## src/logic/decoder_regs_consts.svh

```systemverilog
// Offsets, field positions, reset values and codes for the decoder
// misc/gain/status register slice. Included by the core.
`ifndef DECODER_REGS_CONSTS_SVH
`define DECODER_REGS_CONSTS_SVH
`define ADDR_MISC_GATE 8'h17
`define ADDR_RAW_GAIN 8'h18
`define ADDR_RAW_OFFSET 8'h19
`define ADDR_STATUS_ONE 8'h1e
`define MISC_GATE_RESET 8'h00
`define RAW_GAIN_RESET 8'h80
`define RAW_OFFSET_RESET 8'h80
`define POS_CLK_OUT_EN 7
`define POS_HALF_CLK_OUT_EN 6
`define POS_LATENCY_LSB 3
`define POS_ALT_GATE 2
`define POS_STOP_MSB 1
`define POS_START_MSB 0
`define POS_HORIZ_UNLOCKED 6
`define POS_SLOW_CONSTANT 5
`define POS_GAIN_MAX 4
`define POS_GAIN_MIN 3
`define POS_WHITE_PEAK 2
`define NOMINAL_GAIN 8'h80
`define OFFSET_ZERO 9'h080
`define LATENCY_RESERVED 3'h0
`endif

```

## src/logic/decoder_regs_pkg.sv

```systemverilog
// Types shared by the decoder register slice.
// Assumes the constants header sits beside it on the include path.
`default_nettype none
package decoder_regs_pkg;
  typedef enum logic [1:0] {
    std_none,
    std_ntsc,
    std_pal,
    std_secam
  } colour_std_type;
  typedef enum logic [1:0] {
    gate_idle,
    gate_open
  } gate_state_type;
endpackage
`default_nettype wire

```

## src/logic/decoder_misc_gain_status_regs.sv

```systemverilog
// Register slice: misc/gate control, raw gain and offset, status byte one,
// plus the raw-path arithmetic, field counter and vertical gate they steer.
// Assumes a serial-bus front end delivers byte writes and read strobes on
// i_clk_sys, and decoder status inputs come from other clock domains.
`include "decoder_regs_consts.svh"
`default_nettype none
module decoder_misc_gain_status_regs
  import decoder_regs_pkg::*;
(
  input wire logic i_clk_sys,
  input wire logic i_rst,
  input wire logic i_ce,
  input wire logic i_wr_en,
  input wire logic i_rd_en,
  input wire logic [7:0] i_addr,
  input wire logic [7:0] i_wdata,
  input wire logic i_horiz_unlocked,
  input wire logic i_slow_constant,
  input wire logic i_gain_max_clamp,
  input wire logic i_gain_min_clamp,
  input wire logic i_white_peak_active,
  input wire logic [1:0] i_detected_colour_std,
  input wire logic i_field_start,
  input wire logic i_field_two,
  input wire logic [8:0] i_line_num,
  input wire logic [7:0] i_gate_start_lsb,
  input wire logic [7:0] i_gate_stop_lsb,
  input wire logic i_raw_valid,
  input wire logic [7:0] i_raw_data,
  output logic [7:0] o_rdata,
  output logic o_rdata_valid,
  output logic o_pixel_clk_out_en,
  output logic o_half_pixel_clk_out_en,
  output logic [2:0] o_search_latency,
  output logic o_search_done,
  output logic o_vertical_gate,
  output logic o_raw_valid,
  output logic [7:0] o_raw_data
);
  // Register file and read port
  logic [7:0] misc_q, misc_d;
  logic [7:0] gain_q, gain_d;
  logic [7:0] offs_q, offs_d;
  logic [7:0] rdata_q, rdata_d;
  logic rvalid_q, rvalid_d;
  logic [7:0] status_byte;

  // Status synchroniser
  logic [6:0] stat_in;
  wire logic [6:0] stat_sync;
  colour_std_type colour_std;

  // Standard search
  logic [2:0] field_cnt_q, field_cnt_d;
  logic [2:0] field_next;
  logic done_q, done_d;
  logic [2:0] latency;

  // Vertical gate
  gate_state_type gate_q, gate_d;
  logic gate_out_q, gate_out_d;
  logic alt_gate;
  logic [8:0] start_line, stop_line;

  // Raw path
  logic [7:0] raw_q, raw_d;
  logic raw_valid_q, raw_valid_d;
  logic [15:0] product;
  logic [8:0] scaled;
  logic [10:0] sum;

  assign latency = misc_q[`POS_LATENCY_LSB +: 3];
  assign alt_gate = misc_q[`POS_ALT_GATE];
  assign colour_std = colour_std_type'(stat_sync[1:0]);

  // Status levels cross from decoder clocks: two flip-flops per bit
  assign stat_in = {i_horiz_unlocked, i_slow_constant, i_gain_max_clamp,
    i_gain_min_clamp, i_white_peak_active, i_detected_colour_std};

  genvar gi;
  generate
    for (gi = 0; gi < 7; gi++)
    begin : g_sync
      logic meta_q, meta_d;
      logic sync_q, sync_d;

      // Only the second stage reads the first
      always_comb
      begin
        meta_d = stat_in[gi];
        sync_d = meta_q;
      end

      always_ff @(posedge i_clk_sys)
      begin
        if (i_rst)
        begin
          meta_q <= 1'b0;
          sync_q <= 1'b0;
        end
        else if (i_ce)
        begin
          meta_q <= meta_d;
          sync_q <= sync_d;
        end
      end

      assign stat_sync[gi] = sync_q;
    end
  endgenerate

  // Bit 7 is undefined and reads 0
  assign status_byte = {1'b0, stat_sync[`POS_HORIZ_UNLOCKED],
    stat_sync[`POS_SLOW_CONSTANT], stat_sync[`POS_GAIN_MAX],
    stat_sync[`POS_GAIN_MIN], stat_sync[`POS_WHITE_PEAK],
    colour_std};

  // Register writes; status byte one has no write path
  always_comb
  begin
    misc_d = misc_q;
    gain_d = gain_q;
    offs_d = offs_q;
    if (i_wr_en)
    begin
      case (i_addr)
        `ADDR_MISC_GATE: misc_d = i_wdata;
        `ADDR_RAW_GAIN: gain_d = i_wdata;
        `ADDR_RAW_OFFSET: offs_d = i_wdata;
        default: ;
      endcase
    end
  end

  always_ff @(posedge i_clk_sys)
  begin
    if (i_rst)
    begin
      misc_q <= `MISC_GATE_RESET;
      gain_q <= `RAW_GAIN_RESET;
      offs_q <= `RAW_OFFSET_RESET;
    end
    else if (i_ce)
    begin
      misc_q <= misc_d;
      gain_q <= gain_d;
      offs_q <= offs_d;
    end
  end

  // Reads see the registers before a same-cycle write lands
  always_comb
  begin
    rdata_d = rdata_q;
    rvalid_d = 1'b0;
    if (i_rd_en)
    begin
      rvalid_d = 1'b1;
      case (i_addr)
        `ADDR_MISC_GATE: rdata_d = misc_q;
        `ADDR_RAW_GAIN: rdata_d = gain_q;
        `ADDR_RAW_OFFSET: rdata_d = offs_q;
        `ADDR_STATUS_ONE: rdata_d = status_byte;
        default: rdata_d = 8'h00;
      endcase
    end
  end

  always_ff @(posedge i_clk_sys)
  begin
    if (i_rst)
    begin
      rdata_q <= 8'h00;
      rvalid_q <= 1'b0;
    end
    else if (i_ce)
    begin
      rdata_q <= rdata_d;
      rvalid_q <= rvalid_d;
    end
  end

  // Standard search: done after latency fields counted
  always_comb
  begin
    field_cnt_d = field_cnt_q;
    done_d = done_q;
    field_next = field_cnt_q + 3'h1;
    // Latency 000 is reserved: the search never completes
    if (i_field_start && latency != `LATENCY_RESERVED)
    begin
      if (field_next >= latency)
      begin
        field_cnt_d = 3'h0;
        done_d = 1'b1;
      end
      else
      begin
        field_cnt_d = field_next;
        done_d = 1'b0;
      end
    end
    else if (i_field_start)
      done_d = 1'b0;
  end

  always_ff @(posedge i_clk_sys)
  begin
    if (i_rst)
    begin
      field_cnt_q <= 3'h0;
      done_q <= 1'b0;
    end
    else if (i_ce)
    begin
      field_cnt_q <= field_cnt_d;
      done_q <= done_d;
    end
  end

  // Vertical gate window with field 2 shift
  always_comb
  begin
    start_line = {misc_q[`POS_START_MSB], i_gate_start_lsb};
    stop_line = {misc_q[`POS_STOP_MSB], i_gate_stop_lsb};
    // Field 2 shift: a start line of 0 wraps to line 511
    if (alt_gate && i_field_two)
    begin
      start_line = start_line - 9'h001;
      stop_line = stop_line - 9'h001;
    end
    gate_d = gate_q;
    case (gate_q)
      gate_idle:
        if (i_line_num == start_line)
          gate_d = gate_open;
      gate_open:
        if (i_line_num == stop_line)
          gate_d = gate_idle;
      default: gate_d = gate_idle;
    endcase
    gate_out_d = (gate_d == gate_open);
  end

  always_ff @(posedge i_clk_sys)
  begin
    if (i_rst)
    begin
      gate_q <= gate_idle;
      gate_out_q <= 1'b0;
    end
    else if (i_ce)
    begin
      gate_q <= gate_d;
      gate_out_q <= gate_out_d;
    end
  end

  // Raw path: gain/128 then offset minus 128, saturated to 8 bits
  always_comb
  begin
    product = {8'h00, i_raw_data} * {8'h00, gain_q};
    scaled = product[15:7];
    sum = {2'b00, scaled} + {3'b000, offs_q} - {2'b00, `OFFSET_ZERO};
    raw_d = sum[7:0];
    if (sum[10])
      raw_d = 8'h00;
    else if (sum[9:8] != 2'b00)
      raw_d = 8'hff;
    raw_valid_d = i_raw_valid;
    // Gain code zero switches the raw output off
    if (gain_q == 8'h00)
    begin
      raw_d = 8'h00;
      raw_valid_d = 1'b0;
    end
  end

  always_ff @(posedge i_clk_sys)
  begin
    if (i_rst)
    begin
      raw_q <= 8'h00;
      raw_valid_q <= 1'b0;
    end
    else if (i_ce)
    begin
      raw_q <= raw_d;
      raw_valid_q <= raw_valid_d;
    end
  end

  // Every output is a register bit
  assign o_rdata = rdata_q;
  assign o_rdata_valid = rvalid_q;
  assign o_pixel_clk_out_en = misc_q[`POS_CLK_OUT_EN];
  assign o_half_pixel_clk_out_en = misc_q[`POS_HALF_CLK_OUT_EN];
  assign o_search_latency = latency;
  assign o_search_done = done_q;
  assign o_vertical_gate = gate_out_q;
  assign o_raw_valid = raw_valid_q;
  assign o_raw_data = raw_q;
endmodule // decoder_misc_gain_status_regs
`default_nettype wire

```

## config.mk

```make
export PLATFORM = sky130hd
export DESIGN_NAME = decoder_misc_gain_status_regs
export DESIGN_NICKNAME = d
export VERILOG_FILES = /design/src/logic/decoder_regs_pkg.sv /design/src/logic/decoder_misc_gain_status_regs.sv
export VERILOG_INCLUDE_DIRS = /design/src /design/src/logic
export SDC_FILE = /design/constraint.sdc
export NUM_CORES = 1
export LEC_CHECK = 0
export BUFFER_PORTS_ARGS = -buffer_cell sky130_fd_sc_hd__buf_2
export CORE_ASPECT_RATIO = 0.75
export CORE_MARGIN = 5
export CORE_UTILIZATION = 30
export CTS_BUF_LIST = sky130_fd_sc_hd__clkbuf_8
export DETAILED_ROUTE_END_ITERATION = 10
export SYNTH_ARGS = -nofsm -noshare
export SYNTH_HDL_FRONTEND = slang
export SYNTH_SLANG_ARGS = --single-unit
```

## constraint.sdc

```tcl
create_clock -name i_clk_sys -period 9.85 [get_ports i_clk_sys]
set_input_delay 0.4925 -clock i_clk_sys [delete_from_list [all_inputs] [get_ports i_clk_sys]]
set_output_delay 0.4925 -clock i_clk_sys [all_outputs]
set_load 0.005 [all_outputs]
```

# Word-level counts from Yosys, hierarchy flattened
# Index checks and enable logic that the tools add are counted.
# classes
mul	1
n_eq_ne	8
reduce_logical	13
mux	15
magnitude_cmp	1
add_sub_neg	5
# ops
cell	count
$eq A8 B5 Y1 const B	4
$pmux W8 S4	1
$mux W8	3
$eq A9 B9 Y1	2
$mux W9	2
$sub A9 B1 Y9 const B	2
$mul A8 B8 Y16	1
$sub A10 B8 Y11 const B	1
$add A9 B8 Y10	1
$reduce_and A3 Y1	3
$logic_not A8 Y1	1
$reduce_and A2 Y1	3
$mux W1	5
$eq A2 B1 Y1 const B	2
$mux W2	2
$pmux W2 S2	1
$reduce_bool A2 Y1	2
$add A3 B1 Y3 const B	1
$ge A3 B3 Y1	1
$mux W3	1
$reduce_bool A3 Y1	1
$logic_and A1 B1 Y1	2
$logic_not A2 Y1	1
# totals
out_inout_bits	25
in_bits	64
ff_bits	63
elab_cells	68

# Depth between registers and ports, before layout
# Gate-level depths: netlist (run 1).
# depth
depth_word	7
mapped_depth	27
mapped_depth_nobuf	25

# Worst setup path after synthesis (run 1)
# Ideal clock, no wire load.
# synth_path
kind	input to register
from	input port i_raw_data[1]
to	register raw_q[7] (netlist: o_raw_data[7])
setup_ps	74
arrival_time_ps	5888
cell_stages	23
setup_slack_ps	3888
n_path_buf	0
path_cell_list	and2_1 fa_1 fa_1 inv_1 fa_1 inv_1 fa_1 ha_1 a2111oi_0 o31a_1 o31a_1 o21ai_0 a31oi_1 xor2_1 ha_1 inv_1 ha_1 o21ai_0 o21bai_1 nand3_1 a21boi_0 a21oi_1 a31oi_1
# synth_via
elab_chain_cells	7
# synth_rtl
element	line	source
start: declaration	decoder_misc_gain_status_regs.sv:29	input wire logic [7:0] i_raw_data,
$mul A8 B8 Y16 *	decoder_misc_gain_status_regs.sv:262	product = {8'h00, i_raw_data} * {8'h00, gain_q};
$add A9 B8 Y10 *	decoder_misc_gain_status_regs.sv:264	sum = {2'b00, scaled} + {3'b000, offs_q} - {2'b00, `OFFSET_ZERO};
$sub A10 B8 Y11 *	decoder_misc_gain_status_regs.sv:264	
$reduce_bool A2 Y1	decoder_misc_gain_status_regs.sv:268	else if (sum[9:8] != 2'b00)
$mux W8	decoder_misc_gain_status_regs.sv:268	
$mux W8 *	decoder_misc_gain_status_regs.sv:266	if (sum[10])
$mux W8 *	decoder_misc_gain_status_regs.sv:272	if (gain_q == 8'h00)
end signal: assignment	decoder_misc_gain_status_regs.sv:288	raw_q <= raw_d;
end: declaration	decoder_misc_gain_status_regs.sv:66	logic [7:0] raw_q, raw_d;
# Every way passes the cells marked *; elsewhere a longest branch is shown, timed or not.
# A chain may end at the register's enable or synchronous reset.

# Worst setup path in the final report (run 1)
# layout_path
from	register gain_q[4]
to	register raw_q[3] (netlist: o_raw_data[3])
# layout_via
elab_chain_cells	7
# layout_rtl
element	line	source
start: declaration	decoder_misc_gain_status_regs.sv:42	logic [7:0] gain_q, gain_d;
start signal: assignment	decoder_misc_gain_status_regs.sv:140	gain_q <= `RAW_GAIN_RESET;
start signal: assignment	decoder_misc_gain_status_regs.sv:146	gain_q <= gain_d;
$mul A8 B8 Y16	decoder_misc_gain_status_regs.sv:262	
$add A9 B8 Y10	decoder_misc_gain_status_regs.sv:264	
$sub A10 B8 Y11	decoder_misc_gain_status_regs.sv:264	
$reduce_bool A2 Y1	decoder_misc_gain_status_regs.sv:268	
$mux W8	decoder_misc_gain_status_regs.sv:268	
$mux W8	decoder_misc_gain_status_regs.sv:266	
$mux W8 *	decoder_misc_gain_status_regs.sv:272	
# Marked as above.

==> metrics, run 1 <==
status=completed; hold slack=0.363 ns; most frequent cells in the layout=88 x buf_2, 63 x nor2_1, 63 x dfxtp_1; htree depth=3; YS warnings=0; Max Cap Viol=0; row cnt=44; ANT cells=0; Max Root-Sink Buffers=2; post-synthesis xor/xnor area fraction=5.13%; CP max-delay cell=a21boi_0; Compound-Gate Fraction of Synth Area=16.2%; DR pass1 iterations=5; synthesized instance count=664; Filler cells=1994; crit end category=register; vias in the first global route=4760; hpwl dp=roughly 12 mm; GRT overflow=0; post-route antenna net violation count=0; endpoints failing hold=0; wire length per cell=roughly 16 µm; area delta synth->final=14.1%; post-route cell area=6620 µm²; final worst slack=3.14 ns; RSZ-0062 raised after global routing=no; worst setup path startpoint=gain_q[4]; Cells after DPL=974; IO Pins=89; First DRT Iteration DRCs=311; clock root buffer=clkbuf_8; CORE AREA=between 15000 and 20000 µm²; worst reg2reg setup slack=3.14 ns; post-synthesis net count=821; DR DRC count=0; Port Buffers=88; post-synthesis cell type count=62; Peak Freq=149 MHz; Nets=around 890; RR Startpoint=gain_q[4]; Die Span X=171 µm; clk_lat worst skew=roughly 0.35 ns; final wirelength=~16 mm; syn avg cell area=8.74 µm²; Leakage Power=3.03 nW; adder-cell area share of the yosys netlist=24.7%; worst clock skew=0.00927 ns; Final Setup Violations=0; Setup Fix Bufs, Post-CTS=0; Rel. slew slack=37.0%; largest family of logic cells by synthesized area=adder cells; CTS clk-pin slew, worst paths=0.08 ns; largest net degree at the start of global routing=51; Mapped Area=5800 µm²; Arr. time, crit path=6.98 ns; Final Util=34.5%; Buf/Inv on CP=1; Power, Total=0.573 mW; number of synthesized flops with an enable pin=0; first-pass GRT wire length=25.4 mm; Vias/cell=between 5 and 6; CP Launch Type=register; hold path depth=2; Finished Layout Cells=roughly 1000; Crit Path Max Fanout=11; placed cell area=6430 µm²; ys flop type=dfxtp_1; # hold bufs at CTS=0; sequential area share after synthesis=21.7%; CTS buffer count=9; share of cells above drive strength 1=15.2%; All-Layer GR Usage=14.1%; Post-CTS Resized=0; maximum vdd drop=0.0632 mV; Via Count=5017; Sinks on Clock Net=63; PD cells=about 87 nW/µm²; WS Path Type=register to register; min Tclk post-route=around 6.7 ns; Hold Startpoint=i_raw_valid; Most common cell on crit path=fa_1; Pins Over Slew Limit=0; ys async rst share=0%; CP top delay family=adder cells; reg2reg path depth=21; worst-margin pin slew=0.932 ns; pre-CTS setup slack=3.09 ns; initial antenna violation count=0; worst path cell trace=nand2_1 -> fa_1 -> fa_1 -> inv_1 -> fa_1 -> fa_1 -> ha_1 -> o211a_1 -> a211oi_1 -> nor2_1 -> a21oi_1 -> o21bai_1 -> xor2_1 -> ha_1 -> ha_1 -> o21ai_0 -> o21ai_0 -> nand3_1 -> a21boi_0 -> a21oi_1 -> a31oi_1; die area=22300 µm²; r2r endpoint=o_raw_data[3]; Hold Crit Endpoint=o_raw_valid; setup_tns=0 ns; Hold Crit Class=input port to register; gpl congestion=roughly 0.85; crit share post-route=68.1%; most common cell after layout, fill and taps aside=buf_2; die height=about 130 µm; Slowest Stage Delay on Critical Path=around 0.76 ns; mux share of post-synthesis cell area=6.73%; simple logic cell fraction of the synthesized area=19.6%; initial core utilization=30.2%; post-synthesis register bit count=63; required time worst endpoint=10.12 ns; CTS tree=yes
## worst max path at each step
stage,to,cells after the start
after global routing,o_raw_data[3],21
after CTS,o_raw_data[3],22
final,o_raw_data[3],21
after global placement,o_raw_data[0],23
after detailed placement,o_raw_data[3],24
after floorplan,o_raw_data[7],23
## layer usage
metal	global-route usage (%)	up-vias	wire length (µm)
met4	2.07	0	130
met2	19.8	135	6180
li1	-	2471	-
met3	2.86	12	867
met5	0	-	0
met1	22.5	2399	8360
## layout make-up
cell class                      count  area, µm²  share of cell area (%)
Tap cell                          253        317                    4.78
Inverter                           52        195                    2.95
Clock inverter                      7       65.1                   0.982
Timing Repair Buffer               90        455                    6.88
Clock buffer                        9        124                    1.87
Multi-Input combinational cell    516       4210                    63.5
Sequential cell                    63       1260                    19.0
## cells by family after synthesis
logic type                 after synthesis
buffers and inverters                   85
adders and majority gates               93
muxes                                   39
AOI/OAI and AO/OA                      139
xor gates and xnor gates                34
and+or+nand+nor                        211
DFF                                     63
## cells in the mapped netlist (5+ instances only)
master | count | share of area [%]
dfxtp_1 | 63 | 22
nor2_1 | 63 | 4.1
ha_1 | 57 | 12
and2_1 | 56 | 6.0
inv_1 | 52 | 3.4
mux2i_1 | 39 | 6.7
fa_1 | 36 | 12
a21oi_1 | 34 | 2.9
a22oi_1 | 26 | 3.4
nand2_1 | 25 | 1.6
clkbuf_1 | 23 | 1.5
xnor2_1 | 19 | 2.9
xor2_1 | 15 | 2.3
o21ai_0 | 12 | 1.0
a31oi_1 | 11 | 1.2
nor3_1 | 10 | 0.86
nand2b_1 | 9 | 0.97
nand3_1 | 9 | 0.78
a211oi_1 | 8 | 1.0
nor4_1 | 8 | 0.86
o22ai_1 | 8 | 0.86
a211o_1 | 5 | 0.75
o21bai_1 | 5 | 0.65
## where the power goes
part	internal [mW]	total, mW	switching, mW
Sequential	0.260	0.263	0.00339
Clock	0.115	0.220	0.105
Combinational	0.0370	0.0898	0.0529
## registers in the layout (all words and copies together) (netlist names), 2 cells and up
name           flops
field_cnt_q        3
g_sync.meta_q      7
g_sync.sync_q      7
gain_q             8
gate_q             2
misc_q             8
o_raw_data         8
o_rdata            8
offs_q             8
## worst reg2reg max path, delay by kind of cell, from the launching register on
kind / cells / cell delay [ns]
buffers and inverters: 1 / 0.06
XOR/XNOR: 1 / 0.15
flip-flops: 1 / 0.63
AND/OR/NAND/NOR: 3 / 0.41
AO/OA/AOI/OAI: 9 / 2.38
adder cells (fa/ha/maj): 7 / 3.03
Power figures use the tool's default switching activity.
==> run 2: changes to the inputs <==
==> constraint.sdc (replaced) <==
create_clock -name i_clk_sys -period 6.65 [get_ports i_clk_sys]
set_input_delay 0.3325 -clock i_clk_sys [delete_from_list [all_inputs] [get_ports i_clk_sys]]
set_output_delay 0.3325 -clock i_clk_sys [all_outputs]
set_load 0.005 [all_outputs]
==> metrics, run 2 (synthesized netlist as in run 1, its figures left out) <==
status=completed; Hold Crit Class=input port to register; Final Setup Violations=0; P_sw=0.227 mW; WS Path Type=register to register; Via Count=4974; share of cells above drive strength 1=16.1%; post-route antenna net violation count=0; switching share of power=26.8%; Nets=894; min Tclk post-route=6.22 ns; clk_lat worst skew=0.34 ns; Max Cap Viol=0; DR pass1 iterations=4; Filler cells=between 2k and 2.5k; met1 GRT Util=22.1%; Most Used Layer, Global Route=met1; maximum vdd drop=between 0.07 and 0.08 mV; initial core utilization=between 30% and 40%; htree depth=3; Peak Freq=~160 MHz; Sinks on Clock Net=63; hpwl dp=12.5 mm; Clk network pwr share=38.1%; Rel. slew slack=38.7%; most common cell after layout, fill and taps aside=buf_2; worst-margin pin slew=0.908 ns; Power, Total=0.845 mW; CTS clk-pin slew, worst paths=0.07 ns; Reg power frac=46.1%; Port Buffers=between 80 and 90; IO Pins=just under 90; All-Layer GR Usage=13.9%; CP Launch Type=register; First DRT Iteration DRCs=424; hold slack=0.207 ns; hold path depth=2; area delta synth->final=15.0%; Reg area=1260 µm²; most frequent cells in the layout=88 x buf_2, 63 x nor2_1, 62 x dfxtp_1; Die Span X=171 µm; Combinational Power Share=15.8%; CORE AREA=19200 µm²; largest net degree at the start of global routing=around 50; crit share post-route=93.5%; met3 Resource Use GR=3.04%; RSZ-0062 raised after global routing=no; setup_tns=0 ns; CTS buffer count=9; Max Root-Sink Buffers=2; Pins Over Slew Limit=0; endpoints failing hold=0; Vias/cell=5.00; required time worst endpoint=6.86 ns; Cell Int Power=0.618 mW; vias in the first global route=4794; DR DRC count=0; Crit Path Max Fanout=11; final wirelength=15.3 mm; reg2reg path depth=22; first-pass GRT wire length=25.0 mm; row cnt=44; wire length per cell=between 15 and 20 µm; worst clock skew=0.0118 ns; CTS tree=yes; Leakage Power=3.07 nW; initial antenna violation count=0; placed cell area=~6500 µm²; die area=22300 µm²; die height=130 µm; multi-input logic area=4220 µm²; PD cells=127 nW/µm²; ANT cells=0; M2 GR Usage=19.4%; GRT overflow=0; clock root buffer=clkbuf_8; post-route cell area=6680 µm²; crit end category=register; Arr. time, crit path=6.43 ns; gpl congestion=0.854
run 2: changes by cell type in the layout (fill, tap and decap cells not counted), sizes merged:
| cell | change |
|---|---|
| inv | +1 |
| buf | +5 |
| clkbuf | +1 |
| clkinvlp | -1 |
| clkinv | -2 |
run 2: timing repair:
item | CTS | global route
setup buffers | 0 | 0
endpoints found under the hold margin | 0 | 0
setup endpoints to repair | 0 | 8
hold buffers | 0 | 0
gates resized for setup | 0 | 6
run 2: worst paths after layout:
| check | startpoint | endpoint | slack, ns |
|---|---|---|---|
| setup reg to reg | gain_q[2] | o_raw_data[3] | 0.43 |
| hold reg to reg | o_search_done | o_search_done | 0.45 |
| setup / recovery | gain_q[2] | o_raw_data[3] | 0.43 |
| hold / removal | i_raw_valid | o_raw_valid | 0.21 |
run 2: worst max-delay path, cell delays in order (launching register included):
cell,delay [ns]
dfxtp_1,0.57
nand2_1,0.12
fa_1,0.46
fa_1,0.49
inv_1,0.06
fa_1,0.50
fa_1,0.49
ha_1,0.35
o211a_1,0.14
a211oi_1,0.37
o31a_1,0.31
o21ai_0,0.15
a31oi_1,0.21
xor2_1,0.09
ha_1,0.27
inv_1,0.04
ha_1,0.23
nor4_1,0.25
o21ai_1,0.17
a31o_2,0.27
a211o_1,0.27
nand3_2,0.16
a31oi_1,0.09
run 2: metal layers:
metal  share of wire [%]  wire length [µm]
met1                  54              8230
met2                  40              6110
met3                 5.8               886
met4                0.65                99
met5                   0                 0
run 2: stage by stage:
step	utilization (%)	setup WS, ns	instances
2_1_floorplan	-	0.731	664
3_3_place_gp	33.7	0.325	979
3_5_place_dp	33.7	0.194	979
4_1_cts	34.7	0.167	994
5_1_grt	34.7	0.0412	994
6_report	34.7	0.434	994
run 2: area by class of cell:
type | count | area share (%)
Clock inverter | 5 | 0.768
Tap cell | 253 | 4.74
Clock buffer | 10 | 2.06
Timing Repair Buffer | 95 | 7.38
Multi-Input combinational cell | 516 | 63.2
Inverter | 52 | 2.92
Sequential cell | 63 | 18.9
run 2: power by group through the flow:
| stage | Combinational, mW | Clock (mW) | Sequential, mW |
|---|---|---|---|
| CTS | 0.133 | 0.328 | 0.390 |
| global placement | 0.132 | 0 | 0.398 |
| floorplan | 0.0777 | 0 | 0.397 |
| detailed placement | 0.133 | 0 | 0.398 |
| finish | 0.133 | 0.322 | 0.390 |
| global route | 0.151 | 0.348 | 0.390 |
==> run 3: changes to the inputs <==
--- a/config.mk
+++ b/config.mk
@@ -8,7 +8,7 @@
 export LEC_CHECK = 0
 export BUFFER_PORTS_ARGS = -buffer_cell sky130_fd_sc_hd__buf_2
 export CORE_ASPECT_RATIO = 0.75
-export CORE_MARGIN = 5
+export CORE_MARGIN = 1
 export CORE_UTILIZATION = 30
 export CTS_BUF_LIST = sky130_fd_sc_hd__clkbuf_8
 export DETAILED_ROUTE_END_ITERATION = 10
==> constraint.sdc (replaced) <==
create_clock -name i_clk_sys -period 6.65 [get_ports i_clk_sys]
set_input_delay 0.665 -clock i_clk_sys [delete_from_list [all_inputs] [get_ports i_clk_sys]]
set_output_delay 0.665 -clock i_clk_sys [all_outputs]
set_load 0.005 [all_outputs]
==> metrics, run 3 (synthesized netlist as in run 1, its figures left out) <==
maximum vdd drop=approximately 0.089 mV; CTS clk-pin slew, worst paths=0.07 ns; Via Count=5079; Power, Total=0.904 mW; initial core utilization=between 30% and 40%; Pins Over Slew Limit=0; crit end category=register; largest net degree at the start of global routing=51; Arr. time, crit path=approximately 6.5 ns; Leakage Power=3.11 nW; DR pass1 iterations=5; most common cell after layout, fill and taps aside=buf_2; ANT cells=0; endpoints failing hold=0; worst-margin pin slew=~0.95 ns; clock root buffer=clkbuf_8; P_sw=0.241 mW; Final Util=36.1%; Sinks on Clock Net=63; crit share post-route=94.7%; hold path depth=1; reg2reg path depth=21; Max Root-Sink Buffers=2; first-pass GRT wire length=24.7 mm; CP max-delay cell=fa_1; worst reg2reg setup slack=0.36 ns; Cells after DPL=slightly below 1k; clk_lat worst skew=0.35 ns; Rel. slew slack=35.9%; Combinational Power Share=14.8%; PD cells=134 nW/µm²; required time worst endpoint=6.87 ns; worst clock skew=0.0108 ns; CP Launch Type=input port; IO Pins=89; initial antenna violation count=0; Hold Startpoint=gate_q[1]; Die Span X=between 150 and 200 µm; Most common cell on crit path=fa_1; wire length per cell=between 15 and 20 µm; Vias/cell=5.09; vias in the first global route=4730; CTS buffer count=9; Reg power frac=43.2%; Cell Int Power=0.663 mW; Hold Crit Endpoint=gate_q[1]; All-Layer GR Usage=roughly 16%; Final Setup Violations=0; CORE AREA=18700 µm²; Max Cap Viol=0; RR Startpoint=gain_q[6]; RSZ-0062 raised after global routing=no; Crit Path Max Fanout=8; WS Path Type=input port to register; DR DRC count=0; row cnt=43; share of cells above drive strength 1=16.9%; gpl congestion=0.838; Hold Crit Class=register to register; worst path cell trace=buf_2 -> and2_1 -> fa_1 -> fa_1 -> inv_1 -> fa_1 -> inv_1 -> fa_1 -> ha_1 -> a2111oi_1 -> o31a_1 -> nor2_1 -> a21oi_1 -> o21bai_1 -> xor2_1 -> ha_1 -> ha_1 -> a211oi_1 -> o21ai_1 -> a31o_2 -> a211o_1 -> nand3_1 -> a31oi_1; htree depth=3; Buf/Inv on CP=3; GRT overflow=0; hpwl dp=between 10 and 15 mm; Peak Freq=about 160 MHz; Nets=about 900; die area=19900 µm²; status=completed; Clk network pwr share=42.0%; post-route antenna net violation count=0; min Tclk post-route=6.30 ns; most frequent cells in the layout=88 x buf_2, 63 x nor2_1, 61 x dfxtp_1; CP top delay family=adder cells; Slowest Stage Delay on Critical Path=0.54 ns; post-route cell area=around 6800 µm²; CTS tree=yes; die height=122 µm; First DRT Iteration DRCs=389; Finished Layout Cells=997; final wirelength=between 15 and 20 mm; switching share of power=between 20% and 30%; Port Buffers=between 80 and 90; r2r endpoint=o_raw_data[6]; Filler cells=1963; area delta synth->final=16.4%; placed cell area=6520 µm²
[run 3: worst max-delay path by stage]
stage / start / endpoint / slack (ns) / cells past startpoint
finish: i_raw_data[1] / o_raw_data[6] / 0.35 / 23
global route: gain_q[6] / o_raw_data[1] / 0.04 / 21
global placement: i_raw_data[1] / o_raw_data[0] / 0.06 / 23
detailed placement: i_raw_data[1] / o_raw_data[4] / -0.05 / 22
CTS: gain_q[2] / o_raw_data[6] / 0.28 / 22
floorplan: i_raw_data[1] / o_raw_data[7] / 0.52 / 23
[run 3: routing by layer]
layer | part of all wire [%] | vias to the layer above | track usage, %
met5 | 0 | - | 0
met4 | 0.57 | 0 | 2.22
met3 | 6.8 | 7 | 3.79
met2 | 40 | 168 | 22.4
met1 | 53 | 2406 | 24.5
li1 | - | 2498 | -
[run 3: stage by stage]
stage	hold slack [ns]	setup slack (ns)	TNS, ns
after floorplan	0.431	0.516	0
after global placement	0.442	0.0624	0
after detailed placement	0.449	-0.0530	-0.327
after CTS	0.466	0.280	0
after global routing	0.479	0.0353	0
final	0.462	0.351	0
[run 3: final cells by class]
class / instances / area [µm²] / area share [%]
inverter: 52 / 195 / 2.89
sequential: 63 / 1260 / 18.7
tap: 247 / 309 / 4.58
clock buffer: 10 / 138 / 2.04
clock inverter: 6 / 93.8 / 1.39
timing repair buffer: 103 / 553 / 8.19
multi-input combinational: 516 / 4200 / 62.2
[run 3: power groups by stage]
stage	clock network (mW)	registers, mW	logic [mW]
6_report	0.380	0.390	0.134
2_1_floorplan	0	0.397	0.0777
3_3_place_gp	0	0.398	0.132
4_1_cts	0.392	0.390	0.134
5_1_grt	0.411	0.391	0.149
3_5_place_dp	0	0.398	0.133
[run 3: worst register-to-register path: cells and delay by family, from the launching register on]
kind                     cells  cell delay [ns]
adder cells (fa/ha/maj)      7             2.90
AO/OA/AOI/OAI                9             2.09
flip-flops                   1             0.49
XOR/XNOR                     1             0.15
buffers and inverters        1             0.06
AND/OR/NAND/NOR              3             0.49
[run 3: timing repair]
action,CTS,global route
setup endpoints to repair,0,8
hold buffers,0,0
setup buffers,0,0
resized for setup,0,4
